## config.mk

```make
export PLATFORM = sky130hd
export DESIGN_NAME = tmg_core
export DESIGN_NICKNAME = d
export VERILOG_FILES = /design/src/tmg_pkg.sv /design/src/tmg_core.sv
export SDC_FILE = /design/constraint.sdc
export NUM_CORES = 1
export LEC_CHECK = 0
export ABC_AREA = 1
export BUFFER_PORTS_ARGS = -buffer_cell sky130_fd_sc_hd__buf_4
export CORE_UTILIZATION = 50
export CTS_BUF_LIST = sky130_fd_sc_hd__clkbuf_4 sky130_fd_sc_hd__clkbuf_8
export CTS_CLUSTER_DIAMETER = 60
export DETAILED_ROUTE_END_ITERATION = 16
export GPL_ROUTABILITY_DRIVEN = 0
export GPL_TIMING_DRIVEN = 0
export PLACE_DENSITY = 0.72
export SYNTH_ARGS = -nofsm -noshare
export SYNTH_HDL_FRONTEND = slang
export SYNTH_SLANG_ARGS = --single-unit
```

## constraint.sdc

```tcl
create_clock -name clk_in -period 6.5 [get_ports clk_in]
set_input_delay 0.325 -clock clk_in [delete_from_list [all_inputs] [get_ports clk_in]]
set_output_delay 0.325 -clock clk_in [all_outputs]
set_load 0.02 [all_outputs]
```

## src/tmg_pkg.sv

```systemverilog
package tmg_pkg;
    // Register addresses on the plain register port.
    localparam logic [2:0] ADDR_CLK_CFG = 3'h0;
    localparam logic [2:0] ADDR_MODE    = 3'h1;
    localparam logic [2:0] ADDR_CTL     = 3'h2;
    localparam logic [2:0] ADDR_DATA    = 3'h3;
    localparam logic [2:0] ADDR_FLAGS   = 3'h4;
    localparam logic [2:0] ADDR_IRQ_EN  = 3'h5;
    // Field positions.
    localparam int DEBUG_RUN_BIT = 8;
    localparam int DIV_LSB    = 4;
    localparam int TIME_LSB   = 8;
    localparam int DRIVE_BIT  = 2;
    localparam int STOP_BIT   = 8;
    localparam int TIE_BIT    = 15;
    localparam int REST_BIT   = 14;
    localparam int LEN_LSB    = 8;
    localparam int BUSY_BIT   = 8;
    localparam int EMPTY_BIT  = 1;
    localparam int DONE_BIT   = 0;
    // Values after reset.
    localparam logic [15:0] DATA_RESET  = 16'h00ff;
    localparam logic        EMPTY_RESET = 1'b1;
    // Clock source, divider and mode codes.
    localparam logic [1:0] SRC_INT  = 2'h0;
    localparam logic [1:0] SRC_LOW  = 2'h1;
    localparam logic [1:0] SRC_HIGH = 2'h2;
    localparam logic [1:0] SRC_EXT  = 2'h3;
    localparam logic [2:0] DIV_MAX    = 3'h5;
    localparam logic [2:0] DIV_BYPASS = 3'h7;
    localparam logic [1:0] MODE_NORMAL  = 2'h0;
    localparam logic [1:0] MODE_ONESHOT = 2'h1;
    localparam logic [1:0] MODE_MELODY  = 2'h2;
    // Timing on the operating clock.
    localparam longint OP_CLK_HZ    = 32768;
    localparam longint STEP_TIME_NS = 15625000;
    localparam int STEP_TICKS = int'((OP_CLK_HZ * STEP_TIME_NS) / 64'd1000000000);
    localparam logic [8:0] STEP_LAST = 9'(STEP_TICKS - 1);
    localparam logic [8:0] GAP_TICKS = 9'h040;
    typedef enum logic {TMG_IDLE = 1'b0, TMG_PLAY = 1'b1} tmg_state_e;
endpackage

```

## src/tmg_core.sv

```systemverilog
`timescale 1ns/1ps
// Function
// Debug-run bit 1 keeps the operating clock during debug; 0 withholds it.
// Clock source field picks internal, low-speed, high-speed or external clock.
// Fast sources divide by 4 to 128; slow sources pass undivided at code 7.
// Software changes clock configuration only while the module is disabled.
// Melody tempo is 480 divided by code plus one quarter notes per minute.
// One-shot duration is code plus one steps of about 15.6 ms.
// Software leaves the time field alone while output is busy.
// Drive mode bit selects normal drive at 1 and direct drive at 0.
// Output mode field selects normal, one-shot or melody; code 3 is reserved.
// Stop write starts stopping, reads 1 until output completes, 0 ignored.
// Stop write forcibly ends one-shot and melody output too.
// Module enable supplies the operating clock; clearing it stops the clock.
// Writing the sound buffer starts output with the written fields.
// Only full 16-bit buffer writes count; byte writes are discarded.
// In melody mode the tie bit joins the note to the previous one.
// A melody rest holds the buzzer low and its inverse high.
// Length field gives note duration in melody, duty ratio in buzzer modes.
// Pitch field gives scale in melody; buzzer modes use its low six bits.
// Pitch field resets to all ones, other buffer fields to zero.
// Buffer-empty flag resets to 1, is read-only, cleared by buffer write.
// Done flag cleared by writing 1 or buffer write; busy resets to 0.
// Buffer-empty sets when data moves to the active note or on stop.
// Interrupt request rises only for a set flag with its enable set.
// Busy reads 1 while sound is output and 0 when idle.
// Reserved bits read as zero and ignore writes.
module tmg_core
    import tmg_pkg::*;
(
    input  wire logic        clk_in,
    input  wire logic        rst_n_in,
    input  wire logic [2:0]  addr_in,
    input  wire logic [15:0] wdata_in,
    input  wire logic        wr_in,
    input  wire logic        wr_full_in,
    input  wire logic        rd_in,
    output logic      [15:0] rdata_out,
    input  wire logic        debug_mode_in,
    input  wire logic        int_osc_tick_in,
    input  wire logic        low_osc_tick_in,
    input  wire logic        high_osc_tick_in,
    input  wire logic        ext_clk_in,
    output logic             buzzer_out,
    output logic             buzzer_out_inverted_out,
    output logic             irq_out
);
    function automatic logic [10:0] note_steps(input logic [1:0] mode, input logic [3:0] tim,
                                               input logic [5:0] len);
        if (mode == MODE_MELODY)
            note_steps = (11'(tim) + 11'd1) * (11'(len) + 11'd1);
        else
            note_steps = 11'(tim) + 11'd1;
    endfunction

    function automatic logic wave_high(input logic mel, input logic [7:0] ph, input logic [8:0] per,
                                       input logic [5:0] len);
        if (mel)
            wave_high = {ph, 1'b0} < per;
        else
            wave_high = {1'b0, ph, 6'h00} < (15'(len) + 15'd1) * 15'(per);
    endfunction

    logic        debug_run_q, enable_q, drive_q, stop_q, empty_q, done_q, buf_full_q;
    logic        empty_ie_q, done_ie_q;
    logic [2:0]  div_q;
    logic [1:0]  src_q, mode_q;
    logic [3:0]  time_unit_q;
    logic [15:0] buf_q;
    logic        act_tie_q, act_rest_q;
    logic [5:0]  act_len_q;
    logic [7:0]  act_pitch_q;
    logic [6:0]  div_cnt_q;
    logic [8:0]  tick_q;
    logic [10:0] step_q;
    logic [7:0]  phase_q;
    logic        ext_s1_q, ext_s2_q, ext_s3_q;
    logic        buzz_q, inv_q, irq_q;
    logic [15:0] rdata_q;
    tmg_state_e  state_q;

    wire wr_clk   = wr_in && addr_in == ADDR_CLK_CFG;
    wire wr_mode  = wr_in && addr_in == ADDR_MODE;
    wire wr_ctl   = wr_in && addr_in == ADDR_CTL;
    wire wr_flags = wr_in && addr_in == ADDR_FLAGS;
    wire wr_ie    = wr_in && addr_in == ADDR_IRQ_EN;
    wire dat_wr   = wr_in && addr_in == ADDR_DATA && wr_full_in;
    wire stop_wr  = wr_ctl && wdata_in[STOP_BIT];

    // Operating clock enable: source select, divider and gating.
    wire ext_rise = ext_s2_q && !ext_s3_q;
    wire src_tick = (src_q == SRC_INT)  ? int_osc_tick_in  :
                    (src_q == SRC_LOW)  ? low_osc_tick_in  :
                    (src_q == SRC_HIGH) ? high_osc_tick_in : ext_rise;
    wire run      = enable_q && (!debug_mode_in || debug_run_q);
    wire fast_src = src_q == SRC_INT || src_q == SRC_HIGH;
    wire [6:0] div_mask = 7'((8'h04 << div_q) - 8'h01);
    wire div_hit  = fast_src ? (div_q <= DIV_MAX && (div_cnt_q & div_mask) == div_mask)
                             : div_q == DIV_BYPASS;
    wire op_tick  = run && src_tick && div_hit;

    // Sequencing of the active note.
    wire playing  = state_q == TMG_PLAY;
    wire melody   = mode_q == MODE_MELODY;
    wire have_dat = buf_full_q || dat_wr;
    wire [15:0] load_src = dat_wr ? wdata_in : buf_q;
    wire [10:0] steps    = note_steps(mode_q, time_unit_q, act_len_q);
    wire note_end = tick_q == STEP_LAST && step_q == steps - 11'd1;
    wire timed    = mode_q == MODE_ONESHOT || melody;
    wire do_stop  = op_tick && playing && stop_q;
    wire finish   = op_tick && playing && !stop_q && timed && note_end && !(melody && have_dat);
    wire out_end  = do_stop || finish;
    wire do_load  = op_tick && !stop_q && have_dat
                    && (!playing || mode_q == MODE_NORMAL || (melody && note_end));
    wire load_tie = melody && load_src[TIE_BIT];
    wire [8:0] period = melody ? {1'b0, act_pitch_q} + 9'd1
                               : {3'b000, act_pitch_q[5:0]} + 9'd1;
    wire gap      = melody && !act_tie_q && step_q == 11'd0 && tick_q < GAP_TICKS;
    wire rest_on  = melody && act_rest_q;
    wire sound    = playing && !rest_on && !gap && wave_high(melody, phase_q, period, act_len_q);
    wire inv_next = drive_q ? (playing && !sound) : (playing && rest_on);
    wire irq_cause = (empty_q && empty_ie_q) || (done_q && done_ie_q);

    wire [15:0] rd_word =
        (addr_in == ADDR_CLK_CFG) ? {7'h00, debug_run_q, 1'b0, div_q, 2'b00, src_q} :
        (addr_in == ADDR_MODE)    ? {4'h0, time_unit_q, 5'h00, drive_q, mode_q} :
        (addr_in == ADDR_CTL)     ? {7'h00, stop_q, 7'h00, enable_q} :
        (addr_in == ADDR_DATA)    ? buf_q :
        (addr_in == ADDR_FLAGS)   ? {7'h00, playing, 6'h00, empty_q, done_q} :
        (addr_in == ADDR_IRQ_EN)  ? {14'h0000, empty_ie_q, done_ie_q} : 16'h0000;

    // The first stage feeds only the second; edge detection looks at later stages.
    always_ff @(posedge clk_in or negedge rst_n_in) begin
        if (!rst_n_in) begin
            ext_s1_q <= 1'b0;
            ext_s2_q <= 1'b0;
            ext_s3_q <= 1'b0;
        end else begin
            ext_s1_q <= ext_clk_in;
            ext_s2_q <= ext_s1_q;
            ext_s3_q <= ext_s2_q;
        end
    end

    // Clock configuration is frozen while enabled so the divider never glitches.
    always_ff @(posedge clk_in or negedge rst_n_in) begin
        if (!rst_n_in) begin
            debug_run_q <= 1'b0;
            div_q       <= 3'h0;
            src_q       <= SRC_INT;
        end else if (wr_clk && !enable_q) begin
            debug_run_q <= wdata_in[DEBUG_RUN_BIT];
            div_q       <= wdata_in[DIV_LSB +: 3];
            src_q       <= wdata_in[1:0];
        end
    end

    always_ff @(posedge clk_in or negedge rst_n_in) begin
        if (!rst_n_in) begin
            time_unit_q <= 4'h0;
            drive_q     <= 1'b0;
            mode_q      <= MODE_NORMAL;
        end else if (wr_mode) begin
            time_unit_q <= wdata_in[TIME_LSB +: 4];
            drive_q     <= wdata_in[DRIVE_BIT];
            mode_q      <= wdata_in[1:0];
        end
    end

    always_ff @(posedge clk_in or negedge rst_n_in) begin
        if (!rst_n_in) begin
            enable_q   <= 1'b0;
            empty_ie_q <= 1'b0;
            done_ie_q  <= 1'b0;
        end else begin
            if (wr_ctl)
                enable_q <= wdata_in[0];
            if (wr_ie) begin
                empty_ie_q <= wdata_in[EMPTY_BIT];
                done_ie_q  <= wdata_in[DONE_BIT];
            end
        end
    end

    always_ff @(posedge clk_in or negedge rst_n_in) begin
        if (!rst_n_in)
            div_cnt_q <= 7'h00;
        else if (run && src_tick)
            div_cnt_q <= div_cnt_q + 7'h01;
    end

    // Stop completes at the next operating tick, whether or not sound was playing.
    always_ff @(posedge clk_in or negedge rst_n_in) begin
        if (!rst_n_in)
            stop_q <= 1'b0;
        else if (stop_wr)
            stop_q <= 1'b1;
        else if (op_tick)
            stop_q <= 1'b0;
    end

    // Set wins over clear for both flags.
    always_ff @(posedge clk_in or negedge rst_n_in) begin
        if (!rst_n_in) begin
            buf_q      <= DATA_RESET;
            buf_full_q <= 1'b0;
            empty_q    <= EMPTY_RESET;
            done_q     <= 1'b0;
        end else begin
            if (dat_wr)
                buf_q <= wdata_in;
            if (dat_wr && !do_load)
                buf_full_q <= 1'b1;
            else if (do_load || stop_wr)
                buf_full_q <= 1'b0;
            if (do_load || stop_wr)
                empty_q <= 1'b1;
            else if (dat_wr)
                empty_q <= 1'b0;
            if (out_end)
                done_q <= 1'b1;
            else if (dat_wr || (wr_flags && wdata_in[DONE_BIT]))
                done_q <= 1'b0;
        end
    end

    always_ff @(posedge clk_in or negedge rst_n_in) begin
        if (!rst_n_in)
            state_q <= TMG_IDLE;
        else if (out_end)
            state_q <= TMG_IDLE;
        else if (do_load)
            state_q <= TMG_PLAY;
    end

    always_ff @(posedge clk_in or negedge rst_n_in) begin
        if (!rst_n_in) begin
            act_tie_q   <= 1'b0;
            act_rest_q  <= 1'b0;
            act_len_q   <= 6'h00;
            act_pitch_q <= 8'hff;
        end else if (do_load) begin
            act_tie_q   <= load_tie;
            act_rest_q  <= load_src[REST_BIT];
            act_len_q   <= load_src[LEN_LSB +: 6];
            act_pitch_q <= load_src[7:0];
        end
    end

    // A tied note keeps the waveform phase running so no click is heard.
    always_ff @(posedge clk_in or negedge rst_n_in) begin
        if (!rst_n_in) begin
            tick_q  <= 9'h000;
            step_q  <= 11'h000;
            phase_q <= 8'h00;
        end else if (do_load) begin
            tick_q  <= 9'h000;
            step_q  <= 11'h000;
            if (!load_tie)
                phase_q <= 8'h00;
        end else if (op_tick && playing) begin
            tick_q  <= (tick_q == STEP_LAST) ? 9'h000 : tick_q + 9'h001;
            step_q  <= (tick_q == STEP_LAST) ? step_q + 11'h001 : step_q;
            phase_q <= ({1'b0, phase_q} >= period - 9'd1) ? 8'h00 : phase_q + 8'h01;
        end
    end

    always_ff @(posedge clk_in or negedge rst_n_in) begin
        if (!rst_n_in) begin
            buzz_q  <= 1'b0;
            inv_q   <= 1'b0;
            irq_q   <= 1'b0;
            rdata_q <= 16'h0000;
        end else begin
            buzz_q  <= sound;
            inv_q   <= inv_next;
            irq_q   <= irq_cause;
            rdata_q <= rd_in ? rd_word : 16'h0000;
        end
    end

    assign buzzer_out              = buzz_q;
    assign buzzer_out_inverted_out = inv_q;
    assign irq_out                 = irq_q;
    assign rdata_out               = rdata_q;

    property p_enable_gates;
        @(posedge clk_in) disable iff (!rst_n_in) !enable_q |=> $stable(tick_q) && $stable(state_q);
    endproperty
    a_enable_gates: assert property (p_enable_gates) else $error("tick while disabled");

    property p_debug_gates;
        @(posedge clk_in) disable iff (!rst_n_in) debug_mode_in && !debug_run_q |=> $stable(tick_q) && $stable(state_q);
    endproperty
    a_debug_gates: assert property (p_debug_gates) else $error("tick in debug");

    property p_byte_write_dropped;
        @(posedge clk_in) disable iff (!rst_n_in)
            wr_in && addr_in == ADDR_DATA && !wr_full_in |=> buf_q == $past(buf_q);
    endproperty
    a_byte_write_dropped: assert property (p_byte_write_dropped) else $error("byte write taken");

    property p_write_clears_empty;
        @(posedge clk_in) disable iff (!rst_n_in)
            dat_wr && !do_load && !stop_wr && !out_end |=> !empty_q && buf_full_q && !done_q;
    endproperty
    a_write_clears_empty: assert property (p_write_clears_empty) else $error("write flags wrong");

    property p_rest_levels;
        @(posedge clk_in) disable iff (!rst_n_in) playing && rest_on |=> !buzz_q && inv_q;
    endproperty
    a_rest_levels: assert property (p_rest_levels) else $error("rest levels wrong");

    property p_stop_flags;
        @(posedge clk_in) disable iff (!rst_n_in) stop_wr |=> stop_q && empty_q;
    endproperty
    a_stop_flags: assert property (p_stop_flags) else $error("stop not taken");

    property p_stop_ends;
        @(posedge clk_in) disable iff (!rst_n_in) do_stop |=> !playing && done_q ##1 !playing;
    endproperty
    a_stop_ends: assert property (p_stop_ends) else $error("stop did not end");

    property p_done_clear;
        @(posedge clk_in) disable iff (!rst_n_in) wr_flags && wdata_in[DONE_BIT] && !out_end |=> !done_q;
    endproperty
    a_done_clear: assert property (p_done_clear) else $error("done not cleared");

    property p_busy_read;
        @(posedge clk_in) disable iff (!rst_n_in)
            rd_in && addr_in == ADDR_FLAGS |=> rdata_out[BUSY_BIT] == $past(playing);
    endproperty
    a_busy_read: assert property (p_busy_read) else $error("busy read wrong");

    property p_reserved_zero;
        @(posedge clk_in) disable iff (!rst_n_in)
            rd_in && addr_in == ADDR_CTL |=> rdata_out[15:9] == 7'h00 && rdata_out[7:1] == 7'h00;
    endproperty
    a_reserved_zero: assert property (p_reserved_zero) else $error("reserved bits set");

    property p_irq;
        @(posedge clk_in) disable iff (!rst_n_in) irq_out |-> $past(irq_cause);
    endproperty
    a_irq: assert property (p_irq) else $error("irq without cause");

    property p_pins_exclusive;
        @(posedge clk_in) disable iff (!rst_n_in) !(buzz_q && inv_q);
    endproperty
    a_pins_exclusive: assert property (p_pins_exclusive) else $error("both pins high");

    property p_load_sets_empty;
        @(posedge clk_in) disable iff (!rst_n_in) do_load |=> empty_q && playing;
    endproperty
    a_load_sets_empty: assert property (p_load_sets_empty) else $error("load flags wrong");

    property p_stop_completes;
        @(posedge clk_in) disable iff (!rst_n_in) stop_q && op_tick && !stop_wr |=> !stop_q;
    endproperty
    a_stop_completes: assert property (p_stop_completes) else $error("stop stuck");

    property p_gap_silent;
        @(posedge clk_in) disable iff (!rst_n_in) gap |=> !buzz_q;
    endproperty
    a_gap_silent: assert property (p_gap_silent) else $error("gap not silent");

    property p_finish_done;
        @(posedge clk_in) disable iff (!rst_n_in) finish |=> done_q && !playing;
    endproperty
    a_finish_done: assert property (p_finish_done) else $error("finish flags wrong");

    c_oneshot_done: cover property (@(posedge clk_in) finish && mode_q == MODE_ONESHOT);
    c_melody_next:  cover property (@(posedge clk_in) do_load && playing && melody);
    c_stop_normal:  cover property (@(posedge clk_in) do_stop && mode_q == MODE_NORMAL);
    c_rest_play:    cover property (@(posedge clk_in) playing && rest_on);
    c_tie_load:     cover property (@(posedge clk_in) do_load && load_tie);
endmodule // tmg_core

```

# [Word level (Yosys, flattened, before mapping)]
# Cells that the tools add are included.
[word_totals] regBits=110 input_bits=29
[classes] add_sub_neg=12 n_eq_ne=14 order_cmp=5 n_bitwise=1 n_reduce_logical=74 n_mul=2 shifts=1 muxes=36
[ops] cell="16-bit 2-to-1 mux" n=6
[ops] cell="9-bit 2-to-1 mux" n=5
[ops] cell="11-bit 2-to-1 mux" n=4
[ops] cell="1-bit logical AND" n=40
[ops] cell="8-bit 2-to-1 mux" n=4
[ops] cell="6-bit by 1-bit adder with 7-bit output (second input constant)" n=3
[ops] cell="1-bit 2-to-1 mux" n=16
[ops] cell="14-bit by 15-bit < comparator with 1-bit output" n=1
[ops] cell="7-bit by 9-bit multiplier with 15-bit output" n=1
[ops] cell="2-bit nonzero test" n=7
[ops] cell="11-bit by 1-bit adder with 11-bit output (second input constant)" n=1
[ops] cell="11-bit == test" n=1
[ops] cell="1-bit zero test" n=11
[ops] cell="11-bit zero test" n=1
[ops] cell="11-bit by 7-bit multiplier with 11-bit output" n=1
[ops] cell="11-bit by 1-bit subtractor with 11-bit output (second input constant)" n=1
[ops] cell="1-bit logical OR" n=10
[ops] cell="8-bit by 1-bit adder with 9-bit output (second input constant)" n=1
[ops] cell="9-bit by 1-bit adder with 9-bit output (second input constant)" n=1
[ops] cell="3-bit == test (second input constant)" n=3
[ops] cell="9-bit == test (second input constant)" n=1
[ops] cell="8-bit by 9-bit >= comparator with 1-bit output" n=1
[ops] cell="9-bit by 7-bit < comparator with 1-bit output (second input constant)" n=1
[ops] cell="9-bit < comparator" n=1
[ops] cell="18 further kinds" n=23

# [Longest topological paths before layout]
# Gate-level depths: netlist of the first run.
[logic_depth] word_depth=14 mapped_depth=34

# [Least setup slack after synthesis of the first run]
# No wires, ideal clock.
[synth_path] path_kind="reg2reg" startpoint="register act_pitch_q[0]" endpoint="register inv_q, in the netlist buzzer_out_inverted_out" setup_ns=0.120 n_path_buf=1 slack_ns=0.531 stages_incl_launch_ff=31 period_less_slack_ns=5.969 required_ns=6.380 t_arrival_ns=5.850 cell_sequence="dfstp_2 inv_2 nor3_1 xor2_1 buf_1 nor2_1 fa_1 inv_1 fa_1 inv_1 fa_1 inv_1 fa_1 inv_1 ha_1 a21oi_1 nand2_1 a21oi_1 o21ai_0 a21o_1 a21oi_1 o21ai_0 a21oi_1 xor2_1 ha_1 nand2_1 nand2_1 nand3_1 nand2_1 o21ai_0 inv_1"
[synth_via] elab_chain_cells=9 word_cells_on_any_way=11 cone_classes="add/sub: 2; mul: 1; order compare: 2; mux: 3; reduce/logical: 3"
[synth_rtl] element="start, declared" line="tmg_core.sv:72" text="logic [7:0] act_pitch_q;"
[synth_rtl] element="start signal, assigned" line="tmg_core.sv:246" text="act_pitch_q <= load_src[7:0];"
[synth_rtl] element="8-bit by 1-bit adder with 9-bit output / 6-bit by 1-bit adder with 7-bit output (equally long branches)" line="tmg_core.sv:116, tmg_core.sv:117"
[synth_rtl] element="9-bit 2-to-1 mux (*)" line="tmg_core.sv:116" text="wire [8:0] period = melody ? {1'b0, act_pitch_q} + 9'd1"
[synth_rtl] element="7-bit by 9-bit multiplier with 15-bit output" line="tmg_core.sv:61" text="wave_high = {1'b0, ph, 6'h00} < (15'(len) + 15'd1) * 15'(per);"
[synth_rtl] element="14-bit by 15-bit < comparator with 1-bit output" line="tmg_core.sv:61"
[synth_rtl] element="1-bit 2-to-1 mux (*)" line="tmg_core.sv:58" text="if (mel)"
[synth_rtl] element="1-bit logical AND (*)" line="tmg_core.sv:120" text="wire sound = playing && !rest_on && !gap && wave_high(melody, phase_q, period, act_len_q);"
[synth_rtl] element="1-bit zero test (*)" line="tmg_core.sv:121" text="wire inv_next = drive_q ? (playing && !sound) : (playing && rest_on);"
[synth_rtl] element="1-bit logical AND (*)" line="tmg_core.sv:121"
[synth_rtl] element="1-bit 2-to-1 mux (*)" line="tmg_core.sv:121"
[synth_rtl] element="via inv_next" line="tmg_core.sv:121"
[synth_rtl] element="end signal, assigned" line="tmg_core.sv:276" text="inv_q <= inv_next;"
[synth_rtl] element="end, declared" line="tmg_core.sv:78" text="logic buzz_q, inv_q, irq_q;"
# The timed path passes the listed nets; every way through them passes the cells marked *.
# A chain may end at the register's enable or synchronous reset.

# [Worst setup path after layout of the first run]
# Ends and elaborated chain as after synthesis.

==> results of run 1 <==
==> worst max-delay path, delay by kind of cell (launching register included) <==
kind | cells | cell delay, ns
adders and majority gates | 6 | 2.64
AOI/OAI and AO/OA | 8 | 1.14
and+or+nand+nor | 7 | 0.79
DFF | 1 | 0.59
buffers and inverters | 7 | 0.54
xor gates and xnor gates | 2 | 0.46
==> state kept, by name, indices dropped and copies added (netlist names), 2 cells and up <==
register / cells
tick_q: 9
mode_q: 2
act_pitch_q: 8
buf_q: 16
src_q: 2
act_len_q: 6
phase_q: 8
div_cnt_q: 7
rdata_out: 16
time_unit_q: 4
step_q: 11
div_q: 3
==> repair_timing <==
| action | CTS | global route |
|---|---|---|
| hold buffers | 0 | 1 |
| pin swaps | 1 | 14 |
| cloned | 0 | 0 |
| endpoints found under the setup margin | 2 | 46 |
| setup buffers | 1 | 17 |
| resized for setup | 8 | 29 |
| hold endpoints to repair | 0 | 7 |
==> layout make-up <==
| class | count | area [sq um] | area share (%) |
|---|---|---|---|
| plain buffers | 27 | 138.9 | 1.294 |
| clock buffers | 9 | 123.9 | 1.154 |
| clock inverters | 7 | 75.07 | 0.6996 |
| inverters | 206 | 777.0 | 7.241 |
| multi-input cells | 911 | 6020 | 56.10 |
| flip-flops and latches | 110 | 2774 | 25.85 |
| well taps | 234 | 292.8 | 2.729 |
| repair buffers | 67 | 529.3 | 4.932 |
==> metrics by stage <==
step,util (%),setup slack [ns]
floorplan,-,0.5307
global placement,54.49,-0.4618
detailed placement,54.49,-0.5151
CTS,55.67,0.01866
global route,57.17,-0.02583
finish,57.17,0.2512
==> kinds of logic after synthesis <==
group	share of synthesized area [%]
AND/OR/NAND/NOR	26.19
buffers and inverters	9.495
multiplexers	0.1045
adder cells (fa/ha/maj)	21.31
AO/OA/AOI/OAI	9.508
flip-flops	28.95
XOR/XNOR	4.440
==> placed cells by master, fill, tap and decap left out, types with 4 or more instances in the layout <==
master / count
nand2_1: 271
inv_1: 195
nor2_1: 133
dfrtp_1: 93
nand3_1: 90
ha_1: 87
buf_4: 68
o21ai_0: 53
fa_1: 47
a21oi_1: 37
xor2_1: 31
nand4_1: 26
dfstp_2: 17
o211ai_1: 16
xnor2_1: 13
clkbuf_1: 12
o21ai_2: 12
nor3_1: 11
nor2_2: 10
nand2_2: 10
buf_2: 9
clkbuf_8: 9
inv_2: 8
nand3_2: 8
nand2_4: 6
a22oi_1: 4
a211oi_1: 4
==> worst paths after layout <==
check                          startpoint                      end  slack (ns)  depth (start not counted)
max                        act_pitch_q[0]  buzzer_out_inverted_out        0.25                         30
min                            ext_clk_in                 ext_s1_q        0.04                          1
max reg2reg                act_pitch_q[0]  buzzer_out_inverted_out        0.25                         30
min reg2reg                      ext_s1_q                 ext_s2_q        0.37                          0
max in group asynchronous        rst_n_in                 buf_q[1]        5.50                          3
min in group asynchronous        rst_n_in               phase_q[2]        0.27                          2
==> per-layer routing <==
| layer | global-route usage [%] | share of wire [%] | vias up |
|---|---|---|---|
| li1 | - | - | 4185 |
| met1 | 31.35 | 45 | 4013 |
| met2 | 42.26 | 49 | 176 |
| met3 | 3.556 | 3.9 | 38 |
| met4 | 6.536 | 2.0 | 2 |
| met5 | 0 | 0.035 | - |
==> load_flow_metrics.sql, run 1 <==
INSERT INTO impl_metrics (metric_group, metric, value, unit) VALUES
('synth', 'synth.lib_cells_used.distinct', '51', ''),
('cts', 'worst_setup_hold_path_clk_slew', '0.12', 'ns'),
('cts', 'clock-root-buffer', 'clkbuf_8', ''),
('setup_path', 'crit_path_max_incr_delay', '0.59', 'ns'),
('setup_path', 'cpMostUsedCell', 'inv_1', ''),
('cts', 'tritoncts', 'built', ''),
('floorplan', 'core_area', '18770', 'sq um'),
('setup_path', 'cp-start-kind', 'register', ''),
('cts', 'clock_insertion_delay_worst_skew', '0.39', 'ns'),
('global_routing', 'grt_pass1_wl', '38290', 'um'),
('place', 'port-buffer-count', '47', ''),
('sta', 'setup_viol', '0', ''),
('detailed_routing', 'viasPerCell', '5.356', ''),
('synth', 'yosys_warnings', '0', ''),
('detailed_routing', 'routedWlPerCell', '14.62', 'um'),
('synth', 'synth_cells', '1255', ''),
('sta', 'timing.final.crit_period', '6.249', 'ns'),
('floorplan', 'fp.dieW', '140.4', 'um'),
('global_routing', 'antenna_found_initial', '1', ''),
('sta', 'timing.clock.skew', '0.02055', 'ns'),
('global_routing', 'global_route.overflow_total', '0', ''),
('cts', 'clkSinkCount', '110', ''),
('layout', 'final_cells', '1571', ''),
('synth', 'netlist_area', '9580', 'sq um'),
('sta', 'tightestPinTransition', '0.5299', 'ns'),
('synth', 'most_frequent_cell_after_synthesis', 'nand2_1', ''),
('floorplan', 'start_util', '51.05', '%'),
('sta', 'max_freq', '0.1600', 'GHz'),
('global_routing', 'grt.total_usage', '24.24', '%'),
('detailed_routing', 'totalWireLength', '22960', 'um'),
('synth', 'async_flop_share', '100.0', '%'),
('cts', 'cts_max_level', '3', ''),
('layout', 'layout-drive-gt1-share', '13.69', '%'),
('synth', 'synth.top_cells.by_area', 'dfrtp_1, ha_1, nand2_1', ''),
('layout', 'final_design_area_no_fill', '10730', 'sq um'),
('setup_path', 'endpoint_class_of_the_critical_path', 'register', ''),
('detailed_routing', 'first_pass_iters', '5', ''),
('detailed_routing', 'via_count', '8414', ''),
('place', 'dp.final_hpwl', '17870', 'um'),
('synth', 'synth-seq-area-share', '28.95', '%'),
('sta', 'layout_worst_path_cycle_share', '96.14', '%'),
('setup_path', 'critical-path-slowest-cell', 'dfstp_2', ''),
('cts', 'ctsLongestPathBuffers', '2', ''),
('global_routing', 'grt_start_max_net_pins', '111', ''),
('layout', 'n_fill_cell', '1740', ''),
('detailed_routing', 'violation_count_after_the_first_detailed_route_iteration', '371', ''),
('layout', 'syn2layout_area_growth', '12.00', '%'),
('cts', 'numCtsBuffers', '9', ''),
('sta', 'report.final.slew_viol_count', '0', ''),
('floorplan', 'die_area', '19720', 'sq um'),
('hold_path', 'min_path_type', 'input pin to register', ''),
('synth', 'synth.ff_latch_count', '110', ''),
('setup_path', 'worstPathMaxFanout', '6', ''),
('synth', 'synth_flop_cell', 'dfrtp_1', ''),
('synth', 'synth_top_area_share', '24.29', '%'),
('floorplan', 'rows', '50', ''),
('status', 'outcome', 'finished clean', ''),
('sta', 'finalHoldViolCount', '0', ''),
('detailed_routing', 'drcViolationCount', '0', ''),
('place', 'placedCellCount', '1536', ''),
('setup_path', 'arrival', '6.54', 'ns'),
('synth', 'synth_edf_count', '0', ''),
('synth', 'syn_nets', '1419', ''),
('floorplan', 'io-pin-count', '48', ''),
('flow_run', 'maxCapViolCount', '0', ''),
('layout', 'nets', '1496', ''),
('detailed_routing', 'route.antenna.remaining_nets', '0', ''),
('synth', 'synth_area_leader_cell', 'dfrtp_1', ''),
('sta', 'slew_headroom', '64.67', '%'),
('setup_path', 'required_time_of_the_critical_path', '6.79', 'ns'),
('sta', 'final.hold.worst_slack', '0.03729', 'ns'),
('layout', 'antenna-diode-count', '0', ''),
('floorplan', 'die_h', '140.4', 'um'),
('synth', 'synth_common_cells', 'nand2_1, inv_1, nor2_1', ''),
('setup_path', 'critPathKind', 'register to register', ''),
('sta', 'totalNegativeSetupSlack', '0', 'ns'),
('global_routing', 'first_global_vias', '8054', ''),
('synth', 'postSynthAreaPerCell', '7.634', 'sq um'),
('place', 'placedInstanceArea', '10230', 'sq um');
Power of run 1 is left out: the tool's default activity adds up to more than one toggle a clock period on the data nets, which glitch-free logic cannot reach.
==> inputs of run 2 (changes only) <==
--- a/config.mk
+++ b/config.mk
@@ -7,13 +7,15 @@
 export LEC_CHECK = 0
 export ABC_AREA = 1
 export BUFFER_PORTS_ARGS = -buffer_cell sky130_fd_sc_hd__buf_4
-export CORE_UTILIZATION = 50
+export CELL_PAD_IN_SITES_DETAIL_PLACEMENT = 1
+export CELL_PAD_IN_SITES_GLOBAL_PLACEMENT = 2
+export CORE_UTILIZATION = 38
 export CTS_BUF_LIST = sky130_fd_sc_hd__clkbuf_4 sky130_fd_sc_hd__clkbuf_8
 export CTS_CLUSTER_DIAMETER = 60
 export DETAILED_ROUTE_END_ITERATION = 16
 export GPL_ROUTABILITY_DRIVEN = 0
 export GPL_TIMING_DRIVEN = 0
-export PLACE_DENSITY = 0.72
+export PLACE_DENSITY_LB_ADDON = 0.05
 export SYNTH_ARGS = -nofsm -noshare
 export SYNTH_HDL_FRONTEND = slang
 export SYNTH_SLANG_ARGS = --single-unit
==> load_flow_metrics.sql, run 2 (synthesis results as in run 1) <==
INSERT INTO impl_metrics (metric_group, metric, value, unit) VALUES
('setup_path', 'critPathKind', 'register to register', ''),
('floorplan', 'die_h', '160.8', 'um'),
('cts', 'clkSinkCount', '110', ''),
('setup_path', 'cpMostUsedCell', 'inv_1', ''),
('cts', 'clock-root-buffer', 'clkbuf_8', ''),
('place', 'detailedPlace.worstSlack', '-0.6926', 'ns'),
('global_routing', 'grt_start_max_net_pins', '70', ''),
('layout', 'antenna-diode-count', '0', ''),
('cts', 'worst_setup_hold_path_clk_slew', '0.10', 'ns'),
('sta', 'tightestPinTransition', '0.7036', 'ns'),
('layout', 'n_fill_cell', '3028', ''),
('place', 'dp.final_hpwl', '22130', 'um'),
('hold_path', 'min_path_type', 'input pin to register', ''),
('detailed_routing', 'viasPerCell', '5.071', ''),
('global_routing', 'grt_pass1_wl', '46350', 'um'),
('global_routing', 'global_route.overflow_total', '0', ''),
('sta', 'report.final.slew_viol_count', '0', ''),
('detailed_routing', 'via_count', '8377', ''),
('cts', 'ctsLongestPathBuffers', '2', ''),
('sta', 'timing.clock.skew', '0.01062', 'ns'),
('global_routing', 'first_global_vias', '8914', ''),
('floorplan', 'die_area', '25850', 'sq um'),
('setup_path', 'critical-path-slowest-cell', 'dfstp_2', ''),
('cts', 'cts_max_level', '3', ''),
('sta', 'unrepaired_setup_endpoints_after_global_routing', 'true', ''),
('sta', 'slew_headroom', '52.60', '%'),
('floorplan', 'start_util', '39.05', '%'),
('cts', 'numCtsBuffers', '9', ''),
('sta', 'layout_setup_ws', '0.2715', 'ns'),
('layout', 'layout-drive-gt1-share', '13.10', '%'),
('layout', 'nets', '1487', ''),
('layout', 'final_cell_mix', 'nand2_1, inv_1, nor2_1', ''),
('detailed_routing', 'drcViolationCount', '0', ''),
('detailed_routing', 'violation_count_after_the_first_detailed_route_iteration', '414', ''),
('status', 'outcome', 'finished clean', ''),
('layout', 'syn2layout_area_growth', '12.86', '%'),
('place', 'port-buffer-count', '47', ''),
('layout', 'post-route-util', '44.07', '%'),
('sta', 'layout_worst_path_cycle_share', '95.82', '%'),
('floorplan', 'core_area', '24530', 'sq um'),
('detailed_routing', 'route.antenna.remaining_nets', '0', ''),
('sta', 'max_freq', '0.1606', 'GHz'),
('setup_path', 'cp-start-kind', 'register', ''),
('sta', 'setup_viol', '0', ''),
('setup_path', 'endpoint_class_of_the_critical_path', 'register', ''),
('detailed_routing', 'routedWlPerCell', '16.83', 'um'),
('setup_path', 'arrival', '6.51', 'ns'),
('detailed_routing', 'totalWireLength', '27800', 'um'),
('floorplan', 'fp.dieW', '160.8', 'um'),
('setup_path', 'worstPathMaxFanout', '10', ''),
('layout', 'layout_commonest_cell', 'nand2_1', ''),
('layout', 'final_cells', '1652', ''),
('sta', 'finalHoldViolCount', '0', ''),
('place', 'placedCellCount', '1627', ''),
('setup_path', 'crit_path_max_incr_delay', '0.58', 'ns'),
('floorplan', 'rows', '57', ''),
('floorplan', 'io-pin-count', '48', ''),
('global_routing', 'grt.total_usage', '22.54', '%'),
('cts', 'clock_insertion_delay_worst_skew', '0.39', 'ns'),
('setup_path', 'required_time_of_the_critical_path', '6.78', 'ns'),
('sta', 'timing.final.crit_period', '6.228', 'ns'),
('detailed_routing', 'first_pass_iters', '4', ''),
('global_routing', 'antenna_found_initial', '0', ''),
('cts', 'tritoncts', 'built', ''),
('flow_run', 'maxCapViolCount', '0', '');
## run 2: area by class of cell
| class | count | area, sq um | area share (%) |
|---|---|---|---|
| Clock inverter | 4 | 53.80 | 0.4976 |
| Buffer | 28 | 155.1 | 1.435 |
| Clock buffer | 12 | 158.9 | 1.470 |
| Inverter | 206 | 780.7 | 7.221 |
| Multi-Input combinational cell | 911 | 6031 | 55.77 |
| Sequential cell | 110 | 2774 | 25.65 |
| Timing Repair Buffer | 57 | 454.2 | 4.200 |
| Tap cell | 324 | 405.4 | 3.749 |
## run 2: final timing paths
path / start / to / slack (ns) / cells past startpoint
worst max-delay path: act_pitch_q[0] / buzzer_out_inverted_out / 0.27 / 30
worst min-delay path: ext_clk_in / ext_s1_q / 0.04 / 1
worst max register to register: act_pitch_q[0] / buzzer_out_inverted_out / 0.27 / 30
worst min register to register: ext_s1_q / ext_s2_q / 0.37 / 0
max in group asynchronous: rst_n_in / empty_q / 5.34 / 3
min in group asynchronous: rst_n_in / div_cnt_q[5] / 0.43 / 2
## run 2: timing repair
action	4_1_cts	5_1_grt
hold buffers	1	0
setup endpoints to repair	5	49
buffers inserted	1	7
hold endpoints to repair	30	0
pin swaps	1	9
gates resized for setup	15	30
## run 2: worst max-delay path: cells and delay by family, from the launching register on
family	cells	cell delay [ns]
flops	1	0.58
simple gates	7	0.75
xor+xnor	2	0.37
fa+ha+maj	6	2.68
buf+inv	7	0.54
compound gates	8	1.19
## run 2: metrics by stage
| stage | instance area [sq um] | setup TNS (ns) | hold WS (ns) |
|---|---|---|---|
| 3_3_place_gp | 10340 | -0.9568 | 0.3447 |
| 6_report | 10810 | 0 | 0.03697 |
| 3_5_place_dp | 10370 | -1.173 | 0.2730 |
| 4_1_cts | 10640 | 0 | 0.01451 |
| 2_1_floorplan | 9580 | 0 | 0.02941 |
| 5_1_grt | 10810 | -0.1447 | 0.01737 |
## run 2: per-layer routing
layer  wire [um]  GRT usage, %
met1       13720         31.51
met2       13200         38.21
met3         587         1.911
met4         289         4.245
met5           0             0
Power of run 2 is left out for the same reason.
